$ cat config.mk
export PLATFORM = sky130hd
export DESIGN_NAME = scbc_top
export DESIGN_NICKNAME = d
export VERILOG_FILES = /design/src/hdl/scbc_pkg.sv /design/src/hdl/scbc_brake_ctrl.sv /design/src/hdl/scbc_slope_seg.sv /design/src/hdl/scbc_top.sv
export VERILOG_INCLUDE_DIRS = /design/src /design/src/hdl
export SDC_FILE = /design/constraint.sdc
export NUM_CORES = 1
export LEC_CHECK = 0
export BUFFER_PORTS_ARGS = -buffer_cell sky130_fd_sc_hd__buf_4
export CORE_ASPECT_RATIO = 0.9
export CORE_MARGIN = 4
export CORE_UTILIZATION = 60
export DETAILED_ROUTE_END_ITERATION = 8
export GPL_TIMING_DRIVEN = 1
export PLACE_DENSITY = 0.8
export SYNTH_ARGS = -nofsm -noshare
export SYNTH_HDL_FRONTEND = slang
export SYNTH_HIERARCHICAL = 1
export SYNTH_SLANG_ARGS = --single-unit
export TNS_END_PERCENT = 10
$ cat constraint.sdc
create_clock -name CORE_CLK -period 38.3 [get_ports CORE_CLK]
set_clock_uncertainty 0.15 [all_clocks]
set_input_delay 5.745 -clock CORE_CLK [delete_from_list [all_inputs] [get_ports CORE_CLK]]
set_output_delay 5.745 -clock CORE_CLK [all_outputs]
set_load 0.01 [all_outputs]
$ cat src/hdl/scbc_map.svh
// constants and offsets of the speed curve and brake control block
// What this block does
// - speed command spans 0 to 512, ten bits
// - brake requested only when pin differs from polarity
// - brake type field selects none/short/reverse/mild
// - reverse brake at power-on plus select adds lock
// - output enabled above startup threshold
// - output disabled at twice stop setting
// - closed loop holds speed above clamp threshold
// - clamp open-loop bypass with hysteresis band
// - startup speed used directly in rpm
// - linear rise using slope over sixty-four, over 1024 in open loop
// - zero region; zero command gives full option
// - stop-to-startup band follows command direction
// - keep-running holds startup speed, full option
// - change point at twice setting, zero disables
// - second slope beyond change point
// - direction by duty: half or more forward
// - open loop duty uses same thresholds, clamps
// - open loop duty follows command when bypassing
// - open loop startup duty from upper eight bits
`ifndef SCBC_MAP_SVH
`define SCBC_MAP_SVH
`define SCBC_CMD_W        10
`define SCBC_CMD_FULL     10'h200
`define SCBC_CMD_HALF     10'h100
`define SCBC_CLAMP_BASE   10'h101
`define SCBC_OUT_W        18
`define SCBC_SHIFT_SPEED  4'h6
`define SCBC_SHIFT_DUTY   4'hA
`define SCBC_DUTY_FULL    18'h00200
`define SCBC_POR_SETTLE   2'h3
`endif

$ cat src/hdl/scbc_pkg.sv
// types shared by the speed curve and brake control block
`default_nettype none
package scbc_pkg;
  typedef enum logic [1:0] {
    SCBC_BRAKE_NONE,
    SCBC_BRAKE_SHORT,
    SCBC_BRAKE_REVERSE,
    SCBC_BRAKE_MILD
  } scbc_brake_t;
  typedef enum {SCBC_POR_WAIT, SCBC_POR_DONE} scbc_por_t;
endpackage : scbc_pkg
`default_nettype wire

$ cat src/hdl/scbc_brake_ctrl.sv
// brake pin decode and power-on fault source selection
`timescale 1ns/10ps
`default_nettype none
`include "scbc_map.svh"
module scbc_brake_ctrl (
  // clock and reset
  input  wire logic       clk,
  input  wire logic       rst,
  // pin and settings
  input  wire logic       brake_pin,
  input  wire logic       brake_polarity,
  input  wire logic [1:0] brake_type,
  input  wire logic       fault_source_select,
  // results
  output logic      [1:0] brake_action,
  output logic            lock_enable
);
  logic       pin_meta;
  logic       pin_sync;
  logic [1:0] por_cnt;
  wire        brake_req;
  wire  [1:0] next_action;
  scbc_pkg::scbc_por_t por_state;
  // pin from outside the clock domain: two flops before use
  always_ff @(posedge clk)
  begin
    if (rst)
    begin
      pin_meta <= 1'b0;
      pin_sync <= 1'b0;
    end
    else
    begin
      pin_meta <= brake_pin;
      pin_sync <= pin_meta;
    end
  end
  // polarity low means active high pin
  assign brake_req   = pin_sync ^ brake_polarity;
  assign next_action = brake_req ? brake_type : 2'h0;
  always_ff @(posedge clk)
  begin
    if (rst)
      brake_action <= 2'h0;
    else
      brake_action <= next_action;
  end
  // wait for the synchroniser to fill before judging the power-on state
  always_ff @(posedge clk)
  begin
    if (rst)
    begin
      por_cnt     <= 2'h0;
      por_state   <= scbc_pkg::SCBC_POR_WAIT;
      lock_enable <= 1'b0;
    end
    else
    begin
      unique case (por_state)
        scbc_pkg::SCBC_POR_WAIT:
        begin
          por_cnt <= por_cnt + 2'h1;
          if (por_cnt == `SCBC_POR_SETTLE)
          begin
            por_state   <= scbc_pkg::SCBC_POR_DONE;
            lock_enable <= fault_source_select
                           && (next_action == scbc_pkg::SCBC_BRAKE_REVERSE);
          end
        end
        scbc_pkg::SCBC_POR_DONE:
          por_cnt <= por_cnt;
      endcase
    end
  end
  AST_BRAKE_OFF: assert property (@(posedge clk) disable iff (rst)
    !$past(brake_req) |-> brake_action == 2'h0)
    else $error("brake applied without request");
  AST_LOCK_FROZEN: assert property (@(posedge clk) disable iff (rst)
    por_state == scbc_pkg::SCBC_POR_DONE && $past(por_state) == scbc_pkg::SCBC_POR_DONE
    |-> $stable(lock_enable))
    else $error("lock selection changed after power-on");
endmodule : scbc_brake_ctrl
`default_nettype wire

$ cat src/hdl/scbc_slope_seg.sv
// one linear segment of the speed curve: base plus scaled slope
`timescale 1ns/10ps
`default_nettype none
`include "scbc_map.svh"
module scbc_slope_seg (
  // segment start and slope
  input  wire logic [`SCBC_OUT_W-1:0] base,
  input  wire logic [13:0]            slope,
  input  wire logic [3:0]             shift,
  // evaluation point and segment origin
  input  wire logic [`SCBC_CMD_W-1:0] x,
  input  wire logic [`SCBC_CMD_W-1:0] x0,
  // result
  output logic      [`SCBC_OUT_W-1:0] value
);
  logic [`SCBC_CMD_W-1:0] span;
  logic [23:0]            prod;
  logic [23:0]            scaled;
  // below the origin the segment contributes nothing
  assign span   = (x > x0) ? x - x0 : '0;
  assign prod   = slope * span;
  assign scaled = prod >> shift;
  assign value  = base + scaled[`SCBC_OUT_W-1:0];
endmodule : scbc_slope_seg
`default_nettype wire

$ cat src/hdl/scbc_top.sv
// speed command to target curve, with brake decode and fault gating
`timescale 1ns/10ps
`default_nettype none
`include "scbc_map.svh"
module scbc_top (
  // clock and reset
  input  wire logic                   CORE_CLK,
  input  wire logic                   RST,
  // speed command from the command decoder
  input  wire logic [`SCBC_CMD_W-1:0] SPEED_COMMAND,
  input  wire logic                   SPEED_VALID,
  // brake pin and brake settings
  input  wire logic                   BRAKE_PIN,
  input  wire logic                   BRAKE_POLARITY,
  input  wire logic [1:0]             BRAKE_TYPE,
  input  wire logic                   FAULT_SOURCE_SELECT,
  // curve mode settings
  input  wire logic                   OPEN_LOOP_MODE,
  input  wire logic                   CLAMP_OPEN_LOOP,
  input  wire logic                   KEEP_RUNNING,
  input  wire logic                   ZERO_COMMAND_FULL,
  input  wire logic                   DIRECTION_BY_DUTY,
  // curve thresholds and slopes
  input  wire logic [7:0]             STARTUP_THRESHOLD,
  input  wire logic [6:0]             STOP_THRESHOLD,
  input  wire logic [7:0]             CLAMP_THRESHOLD,
  input  wire logic [3:0]             CLAMP_HYSTERESIS,
  input  wire logic [11:0]            STARTUP_SPEED,
  input  wire logic [13:0]            SPEED_SLOPE,
  input  wire logic [13:0]            SECOND_SLOPE,
  input  wire logic [7:0]             CHANGE_POINT,
  // fault sources
  input  wire logic                   CHARGE_PUMP_UV,
  input  wire logic                   OVERCURRENT_SHUTDOWN,
  input  wire logic                   THERMAL_SHUTDOWN,
  input  wire logic                   MOTOR_LOCK,
  // curve results
  output logic      [`SCBC_OUT_W-1:0] TARGET,
  output logic                        TARGET_VALID,
  output logic                        OPEN_DRIVE,
  output logic                        OUT_ENABLE,
  output logic                        DIR_FORWARD,
  output logic                        RISING,
  // brake and fault results
  output logic      [1:0]             BRAKE_ACTION,
  output logic                        FAULT,
  output logic                        FAULT_LOCK_ENABLE
);
  logic [`SCBC_CMD_W-1:0] cmd;
  logic                   upd;
  logic                   run;
  logic                   bypass;
  logic [`SCBC_CMD_W-1:0] prev_cmd;
  wire  [`SCBC_CMD_W-1:0] start_pt;
  wire  [`SCBC_CMD_W-1:0] stop_pt;
  wire  [`SCBC_CMD_W-1:0] clamp_pt;
  wire  [`SCBC_CMD_W-1:0] hys_band;
  wire  [`SCBC_CMD_W-1:0] chg_pt;
  wire  [`SCBC_CMD_W-1:0] cmd_in;
  wire                    chg_on;
  wire                    is_zero;
  wire                    le_stop;
  wire                    le_start;
  wire                    above_clamp;
  wire                    full_req;
  wire                    next_run;
  wire                    next_bypass;
  wire  [`SCBC_CMD_W-1:0] eval_x;
  wire  [`SCBC_CMD_W-1:0] seg1_x;
  wire  [`SCBC_CMD_W-1:0] seg2_x0;
  wire  [3:0]             shift;
  wire  [`SCBC_OUT_W-1:0] start_val;
  wire  [`SCBC_OUT_W-1:0] seg1_val;
  wire  [`SCBC_OUT_W-1:0] curve_val;
  wire  [`SCBC_OUT_W-1:0] cmd_duty;
  logic [`SCBC_OUT_W-1:0] next_target;
  logic                   next_open;

  // thresholds on the 512 scale
  assign start_pt = {2'h0, STARTUP_THRESHOLD};
  assign stop_pt  = {2'h0, STOP_THRESHOLD, 1'b0};
  assign clamp_pt = `SCBC_CLAMP_BASE + {2'h0, CLAMP_THRESHOLD};
  assign hys_band = {4'h0, ({1'b0, CLAMP_HYSTERESIS} + 5'h01), 1'b0};
  assign chg_pt   = {1'b0, CHANGE_POINT, 1'b0};
  // a change point at or below startup would never be reached on the rise
  assign chg_on   = (CHANGE_POINT != 8'h00) && (chg_pt > start_pt);

  // commands above full scale are treated as full scale
  assign cmd_in = (SPEED_COMMAND > `SCBC_CMD_FULL) ? `SCBC_CMD_FULL : SPEED_COMMAND;

  // command capture stage
  always_ff @(posedge CORE_CLK)
  begin
    if (RST)
    begin
      cmd <= '0;
      upd <= 1'b0;
    end
    else
    begin
      upd <= SPEED_VALID;
      if (SPEED_VALID)
        cmd <= cmd_in;
    end
  end

  // region decode of the held command
  assign is_zero     = (cmd == '0);
  assign le_stop     = (cmd <= stop_pt);
  assign le_start    = (cmd <= start_pt);
  assign above_clamp = (cmd > clamp_pt);

  // run flag gives the hysteresis between stop and startup points
  // clearing only at the stop point keeps a falling command at startup speed
  assign next_run = !le_start ? 1'b1 : (le_stop ? 1'b0 : run);

  // bypass flag: set above clamp, cleared a band below it
  // a set bypass survives inside the band so the drive does not chatter at the clamp
  assign next_bypass = !CLAMP_OPEN_LOOP ? 1'b0 :
                       above_clamp ? 1'b1 :
                       ((cmd + hys_band) <= clamp_pt) ? 1'b0 : bypass;

  // full output requested by the zero-command option
  assign full_req = ZERO_COMMAND_FULL && (KEEP_RUNNING ? le_stop : is_zero);

  // curve scale: rpm in closed loop, 512-scale duty in open loop
  assign shift     = OPEN_LOOP_MODE ? `SCBC_SHIFT_DUTY : `SCBC_SHIFT_SPEED;
  assign start_val = OPEN_LOOP_MODE ? {10'h000, STARTUP_SPEED[11:4]}
                                    : {6'h00, STARTUP_SPEED};

  // evaluation point: clamp for the full request, else the clamped command
  // the full request evaluates the curve at the clamp, which is the maximum speed
  assign eval_x  = (full_req || above_clamp) ? clamp_pt : cmd;
  assign seg1_x  = (chg_on && (eval_x > chg_pt)) ? chg_pt : eval_x;
  assign seg2_x0 = chg_on ? chg_pt : eval_x;

  // first slope from the startup point
  scbc_slope_seg u_seg1 (
    .base  (start_val),
    .slope (SPEED_SLOPE),
    .shift (shift),
    .x     (seg1_x),
    .x0    (start_pt),
    .value (seg1_val)
  );

  // second slope continues from the change point
  // zero span below its origin makes this stage a pass-through when unused
  scbc_slope_seg u_seg2 (
    .base  (seg1_val),
    .slope (SECOND_SLOPE),
    .shift (shift),
    .x     (eval_x),
    .x0    (seg2_x0),
    .value (curve_val)
  );

  // command as a direct duty when the clamp is bypassed
  assign cmd_duty = {8'h00, cmd};

  // settings are read at the evaluation edge, so a change applies from the next command
  // output selection in priority order
  always_comb
  begin
    next_target = '0;
    next_open   = OPEN_LOOP_MODE;
    if (full_req && CLAMP_OPEN_LOOP)
    begin
      next_target = `SCBC_DUTY_FULL;
      next_open   = 1'b1;
    end
    else if (full_req)
      next_target = curve_val;
    else if (KEEP_RUNNING && le_start)
      next_target = start_val;
    else if (le_stop)
      next_target = '0;
    else if (le_start)
      next_target = next_run ? start_val : '0;
    else if (next_bypass)
    begin
      next_target = cmd_duty;
      next_open   = 1'b1;
    end
    else
      next_target = curve_val;
  end

  // result registers update once per new command
  always_ff @(posedge CORE_CLK)
  begin
    if (RST)
    begin
      run    <= 1'b0;
      bypass <= 1'b0;
    end
    else if (upd)
    begin
      run    <= next_run;
      bypass <= next_bypass;
    end
  end

  // output is on whenever a non-zero speed or duty is asked for, open loop too;
  // a zero startup value just above the startup point therefore reads as off
  always_ff @(posedge CORE_CLK)
  begin
    if (RST)
    begin
      TARGET       <= '0;
      TARGET_VALID <= 1'b0;
      OPEN_DRIVE   <= 1'b0;
      OUT_ENABLE   <= 1'b0;
    end
    else
    begin
      TARGET_VALID <= upd;
      if (upd)
      begin
        TARGET     <= next_target;
        OPEN_DRIVE <= next_open;
        OUT_ENABLE <= (next_target != '0);
      end
    end
  end

  // direction by command half; forward is the safe default after reset
  always_ff @(posedge CORE_CLK)
  begin
    if (RST)
      DIR_FORWARD <= 1'b1;
    else if (upd)
      DIR_FORWARD <= !DIRECTION_BY_DUTY || (cmd >= `SCBC_CMD_HALF);
  end

  // rising flag is sticky: it only reports that some command ever went up
  always_ff @(posedge CORE_CLK)
  begin
    if (RST)
      RISING <= 1'b0;
    else if (upd && (cmd > prev_cmd))
      RISING <= 1'b1;
  end

  // previous command kept for the rising flag
  always_ff @(posedge CORE_CLK)
  begin
    if (RST)
      prev_cmd <= '0;
    else if (upd)
      prev_cmd <= cmd;
  end

  // brake decode and power-on fault source choice
  logic [1:0] brake_action;
  logic       lock_enable;
  scbc_brake_ctrl u_brake (
    .clk                 (CORE_CLK),
    .rst                 (RST),
    .brake_pin           (BRAKE_PIN),
    .brake_polarity      (BRAKE_POLARITY),
    .brake_type          (BRAKE_TYPE),
    .fault_source_select (FAULT_SOURCE_SELECT),
    .brake_action        (brake_action),
    .lock_enable         (lock_enable)
  );
  assign BRAKE_ACTION      = brake_action;
  assign FAULT_LOCK_ENABLE = lock_enable;

  // fault sources come from logic on this clock, so no synchroniser
  always_ff @(posedge CORE_CLK)
  begin
    if (RST)
      FAULT <= 1'b0;
    else
      FAULT <= CHARGE_PUMP_UV || OVERCURRENT_SHUTDOWN || THERMAL_SHUTDOWN
               || (lock_enable && MOTOR_LOCK);
  end

  // checks of the curve, the fault gating and the answer timing
  AST_VALID_LATENCY: assert property (@(posedge CORE_CLK) disable iff (RST)
    SPEED_VALID |-> ##2 TARGET_VALID)
    else $error("result did not follow command by two cycles");
  AST_START_ENABLE: assert property (@(posedge CORE_CLK) disable iff (RST)
    upd && cmd > start_pt && !above_clamp && STARTUP_SPEED != 12'h000
    && !OPEN_LOOP_MODE |=> OUT_ENABLE)
    else $error("output not enabled above startup point");
  AST_STOP_ZERO: assert property (@(posedge CORE_CLK) disable iff (RST)
    upd && le_stop && !KEEP_RUNNING && !ZERO_COMMAND_FULL |=> TARGET == '0 && !OUT_ENABLE)
    else $error("target not zero at stop point");
  AST_BAND_HOLD: assert property (@(posedge CORE_CLK) disable iff (RST)
    upd && !KEEP_RUNNING && !le_stop && le_start && run
    |=> TARGET == $past(start_val))
    else $error("falling band did not hold startup value");
  AST_BAND_RISE: assert property (@(posedge CORE_CLK) disable iff (RST)
    upd && !KEEP_RUNNING && !le_stop && le_start && !run |=> TARGET == '0)
    else $error("rising band did not give zero");
  AST_CLAMP_FIXED: assert property (@(posedge CORE_CLK) disable iff (RST)
    upd && above_clamp && !CLAMP_OPEN_LOOP ##1 upd && above_clamp && !CLAMP_OPEN_LOOP
    && $stable(SPEED_SLOPE) && $stable(SECOND_SLOPE) && $stable(STARTUP_SPEED)
    && $stable(OPEN_LOOP_MODE) |=> $stable(TARGET))
    else $error("target moved above clamp");
  AST_BYPASS_DUTY: assert property (@(posedge CORE_CLK) disable iff (RST)
    upd && CLAMP_OPEN_LOOP && above_clamp |=> OPEN_DRIVE && TARGET == {8'h00, $past(cmd)})
    else $error("bypass duty does not follow command");
  AST_FULL_ZERO: assert property (@(posedge CORE_CLK) disable iff (RST)
    upd && is_zero && ZERO_COMMAND_FULL && CLAMP_OPEN_LOOP |=> TARGET == `SCBC_DUTY_FULL)
    else $error("zero command did not give full output");
  AST_DIR_HALF: assert property (@(posedge CORE_CLK) disable iff (RST)
    upd && DIRECTION_BY_DUTY |=> DIR_FORWARD == ($past(cmd) >= `SCBC_CMD_HALF))
    else $error("direction does not match command half");
  AST_KEEP_RUN: assert property (@(posedge CORE_CLK) disable iff (RST)
    upd && KEEP_RUNNING && le_start && !full_req |=> TARGET == $past(start_val))
    else $error("keep-running did not hold startup value");
  AST_CMD_FULL: assert property (@(posedge CORE_CLK) disable iff (RST)
    SPEED_VALID && SPEED_COMMAND > `SCBC_CMD_FULL |=> cmd == `SCBC_CMD_FULL)
    else $error("command above full scale not limited");
  AST_STARTUP_SPEED: assert property (@(posedge CORE_CLK) disable iff (RST)
    upd && !OPEN_LOOP_MODE && !KEEP_RUNNING && !ZERO_COMMAND_FULL && !le_stop && le_start && run
    |=> TARGET == {6'h00, $past(STARTUP_SPEED)})
    else $error("startup speed not used directly");
  AST_OPEN_STOP: assert property (@(posedge CORE_CLK) disable iff (RST)
    upd && OPEN_LOOP_MODE && le_stop && !KEEP_RUNNING && !ZERO_COMMAND_FULL
    |=> OPEN_DRIVE && !OUT_ENABLE)
    else $error("open loop output not disabled at stop point");
  AST_TARGET_HOLD: assert property (@(posedge CORE_CLK) disable iff (RST)
    !upd |=> $stable(TARGET) && $stable(OPEN_DRIVE) && $stable(OUT_ENABLE))
    else $error("result changed without a new command");
  AST_FAULT_SRC: assert property (@(posedge CORE_CLK) disable iff (RST)
    CHARGE_PUMP_UV || OVERCURRENT_SHUTDOWN || THERMAL_SHUTDOWN |=> FAULT)
    else $error("fault source did not reach the fault output");
  AST_LOCK_MASK: assert property (@(posedge CORE_CLK) disable iff (RST)
    !lock_enable && !CHARGE_PUMP_UV && !OVERCURRENT_SHUTDOWN && !THERMAL_SHUTDOWN
    |=> !FAULT)
    else $error("lock reported although not selected at power-on");

  // scenarios the bench is expected to reach
  COV_BYPASS: cover property (@(posedge CORE_CLK) disable iff (RST)
    upd && next_bypass && !above_clamp);
  COV_CHANGE: cover property (@(posedge CORE_CLK) disable iff (RST)
    upd && chg_on && cmd > chg_pt && !above_clamp);
  COV_BRAKE: cover property (@(posedge CORE_CLK) disable iff (RST)
    BRAKE_ACTION == 2'h2);
  COV_BAND_FALL: cover property (@(posedge CORE_CLK) disable iff (RST)
    upd && !le_stop && le_start && run);
  COV_OPEN_OFF: cover property (@(posedge CORE_CLK) disable iff (RST)
    upd && OPEN_LOOP_MODE && le_stop);
endmodule : scbc_top
`default_nettype wire
==> summary.md <==
| Metric | Value |
|---|---|
| Status | `finished, final reports clean` |
| Seq/Total Area, Yosys | `approximately 5.8%` |
| Layout cells sized above 1 | `roughly a tenth` |
| Largest net degree at the start of global routing | `57` |
| Synth Instances | `~2300` |
| Pre-antenna DRT Iters | `6` |
| Clk slew on worst S/H paths | `around 70 ps` |
| Final period util | `approximately three fifths` |
| CP Data Required Time | `38350 ps` |
| Clock Tree Root | `clkbuf_16` |
| Antenna-violating nets left | `0` |
| Netlist cell types | `104` |
| Die width | `between 150 and 200 µm` |
| Synth Cell Area | `between 15000 and 20000 µm²` |
| Post-CTS resize count | `0` |
| Area contributors post-synth | `fa_1 (20%), ha_1 (16%), inv_1 (6.7%), dfxtp_1 (5.8%), and2_1 (5.7%)` |
| Fin cells | `roughly 2800` |
| Total track usage | `approximately 28%` |
| Detailed Place HPWL | `approximately 40000 µm` |
| Setup crit end kind | `flop` |
| Finish-stage setup viols | `0` |
| Max-slew violation count | `0` |
| Total gr overflow | `0` |
| Max-cap viol count | `0` |
| Worst slew margin | `about a fifth` |
| Gpl congestion | `just under 1` |
| Antenna violations before repair | `0` |
| Synth Area in Compound Gates | `15.9%` |
| Max stage delay on crit path | `790 ps` |
| RSZ-0062 raised after global routing | `false` |
| Port Buffers | `between 100 and 150` |
| Hold slack | `around 290 ps` |
| Min Tclk post-route | `around 23000 ps` |
| CORE AREA | `just over 30000 µm²` |
| Commonest cells in the netlist | `inv_1 (338), ha_1 (239), nand2_1 (229), fa_1 (193), and2_1 (173)` |
| H-tree depth | `2` |
| CTS tree | `built` |
| Largest delay contributor family on the critical path | `compound AO/OA/AOI/OAI gates` |
| Clock Sinks | `55` |
| Fin Setup TNS | `0 ps` |
| Simple-gate share of the synthesized area | `20.2%` |
| CP arrival | `roughly 23000 ps` |
| ANT cells | `0` |
| # IOs | `129` |
| Most numerous cell in the Yosys netlist | `inv_1` |
| Synth Area in Adders | `between 30% and 40%` |
| Iter 0 DRT Violations | `~1100` |
| First-pass GRT wire length | `82200 µm` |
| Post-Place Cells | `approximately 2800` |
| CP Launch Type | `primary input` |
| Flop and latch count out of synthesis | `55` |
| Die ar. | `around 34000 µm²` |
| Post-layout util | `between 60% and 70%` |
| Yosys top cell by area | `fa_1` |
| Vias in the first global route | `17000` |
| Largest family of logic cells by synthesized area | `adder cells` |
| Starting Density | `between 60% and 70%` |
| Crit path buf inv count | `5` |
| WS Path Type | `in2reg` |
| Top FF cell, synth | `dfxtp_1` |
| Pwr Density | `around 96 nW/µm²` |
| Most frequent CP cell | `o21ai_0` |
| IR drop worst, VDD | `~0.11 mV` |
| Worst Hold Class | `reg2reg` |
| Syn avg cell area | `about 8.1 µm²` |
| Final Net Count | `2927` |
| Tightest Pin Transition | `around 1200 ps` |
| Wire per inst | `17.3 µm` |
| Multiplexer share of the synthesized area | `around 8.3%` |
| Max Fclk | `0.0444 GHz` |
| Vias per Instance | `roughly 6` |
| Synthesis Warnings | `6` |
| EDFF count, synth | `0` |
| Synth-to-layout area growth | `7.09%` |
| Max Buffers Root-to-Sink | `2` |
| Synth top area share | `20.5%` |
| Final hold violations | `0` |
| Vias | `16700` |
| CTS buffer count | `5` |
| DRC viols | `0` |
| Drt total wl | `around 50000 µm` |
| XOR/XNOR share of the synthesized area | `4.52%` |
| Die Span Y | `176 µm` |
| Total power | `slightly below 2 mW` |
| Clock Latency Late Sink | `300 ps` |
| Worst-path maximum fanout | `18` |
| Async SR Flop Fraction | `0%` |
| Setup bufs post-CTS | `0` |
| Slowest stage cell, crit path | `a21oi_1` |
| CTS Hold Buffers Added | `0` |
| FP Rows | `61` |
| Leakage power | `between 10 and 15 nW` |
==> stage by stage <==
stage	area [µm²]	setup WS, ps
floorplan	18900	17630
global placement	20100	16540
detailed placement	20100	15810
CTS	20200	16060
global route	20200	14420
finish	20200	15790
==> registers in the layout, summed over array words and instances, names as in the netlist, 2 cells and up <==
name / flops
TARGET: 18
cmd: 10
prev_cmd: 10
u_brake/brake_action: 2
u_brake/por_cnt: 2
==> worst paths after layout <==
path,start,to,slack (ps),depth (start not counted)
worst max-delay path,CLAMP_THRESHOLD[0],OUT_ENABLE,15790,73
worst min-delay path,u_brake/pin_meta,u_brake/pin_sync,290,1
worst max register to register,cmd[3],OUT_ENABLE,21240,69
worst min register to register,u_brake/pin_meta,u_brake/pin_sync,290,1
==> cell type report <==
type | count | area, µm²
repair buffers | 139 | 1040
fillers | 2626 | 10800
clock inverters | 1 | 8.76
multi-input cells | 1853 | 16100
well taps | 409 | 512
inverters | 339 | 1270
flip-flops and latches | 55 | 1100
clock buffers | 7 | 143
==> layer usage <==
layer / track usage [%] / up-vias / routed length [µm]
met2: 49.3 / 555 / 23800
met4: 7.30 / 0 / 1270
met5: 0 / - / 0
li1: - / 7978 / -
met3: 3.09 / 103 / 2890
met1: 37.5 / 8035 / 20600
==> cell usage in the layout (no fill, tap or decap), types with 15 or more instances in the layout <==
master    Yosys  final
o21a_1       20     20
xor2_1       31     31
nor3_1       41     40
inv_1       338    338
o21ai_0      70     70
a211oi_1     31     31
mux4_2       25     25
conb_1        2     15
and3_1       15     15
nand2b_1     24     24
fa_1        193    193
nand2_1     229    229
nand3_1      41     41
nor2_1      146    146
nor2b_1      25     25
ha_1        239    239
xnor2_1      62     62
a21o_1       35     35
a21oi_1     123    123
nand4_1      19     19
buf_4         0    139
and2_1      173    173
mux2i_1      72     72
dfxtp_1      55     55
==> cell families (layout without fill, tap and decap cells) <==
group / Yosys count / in the layout
compound gates: 435 / 435
xor+xnor: 95 / 95
fa+ha+maj: 432 / 432
buf+inv: 447 / 486
flops: 55 / 55
mux: 117 / 117
other cells: 2 / 15
simple gates: 759 / 759
==> power breakdown <==
part           switching [mW]  internal (mW)
clock                  0.0211         0.0262
sequential            0.00493         0.0631
combinational            1.06          0.764
total                    1.09          0.853
No activity file was read; power rests on OpenSTA's default activity.
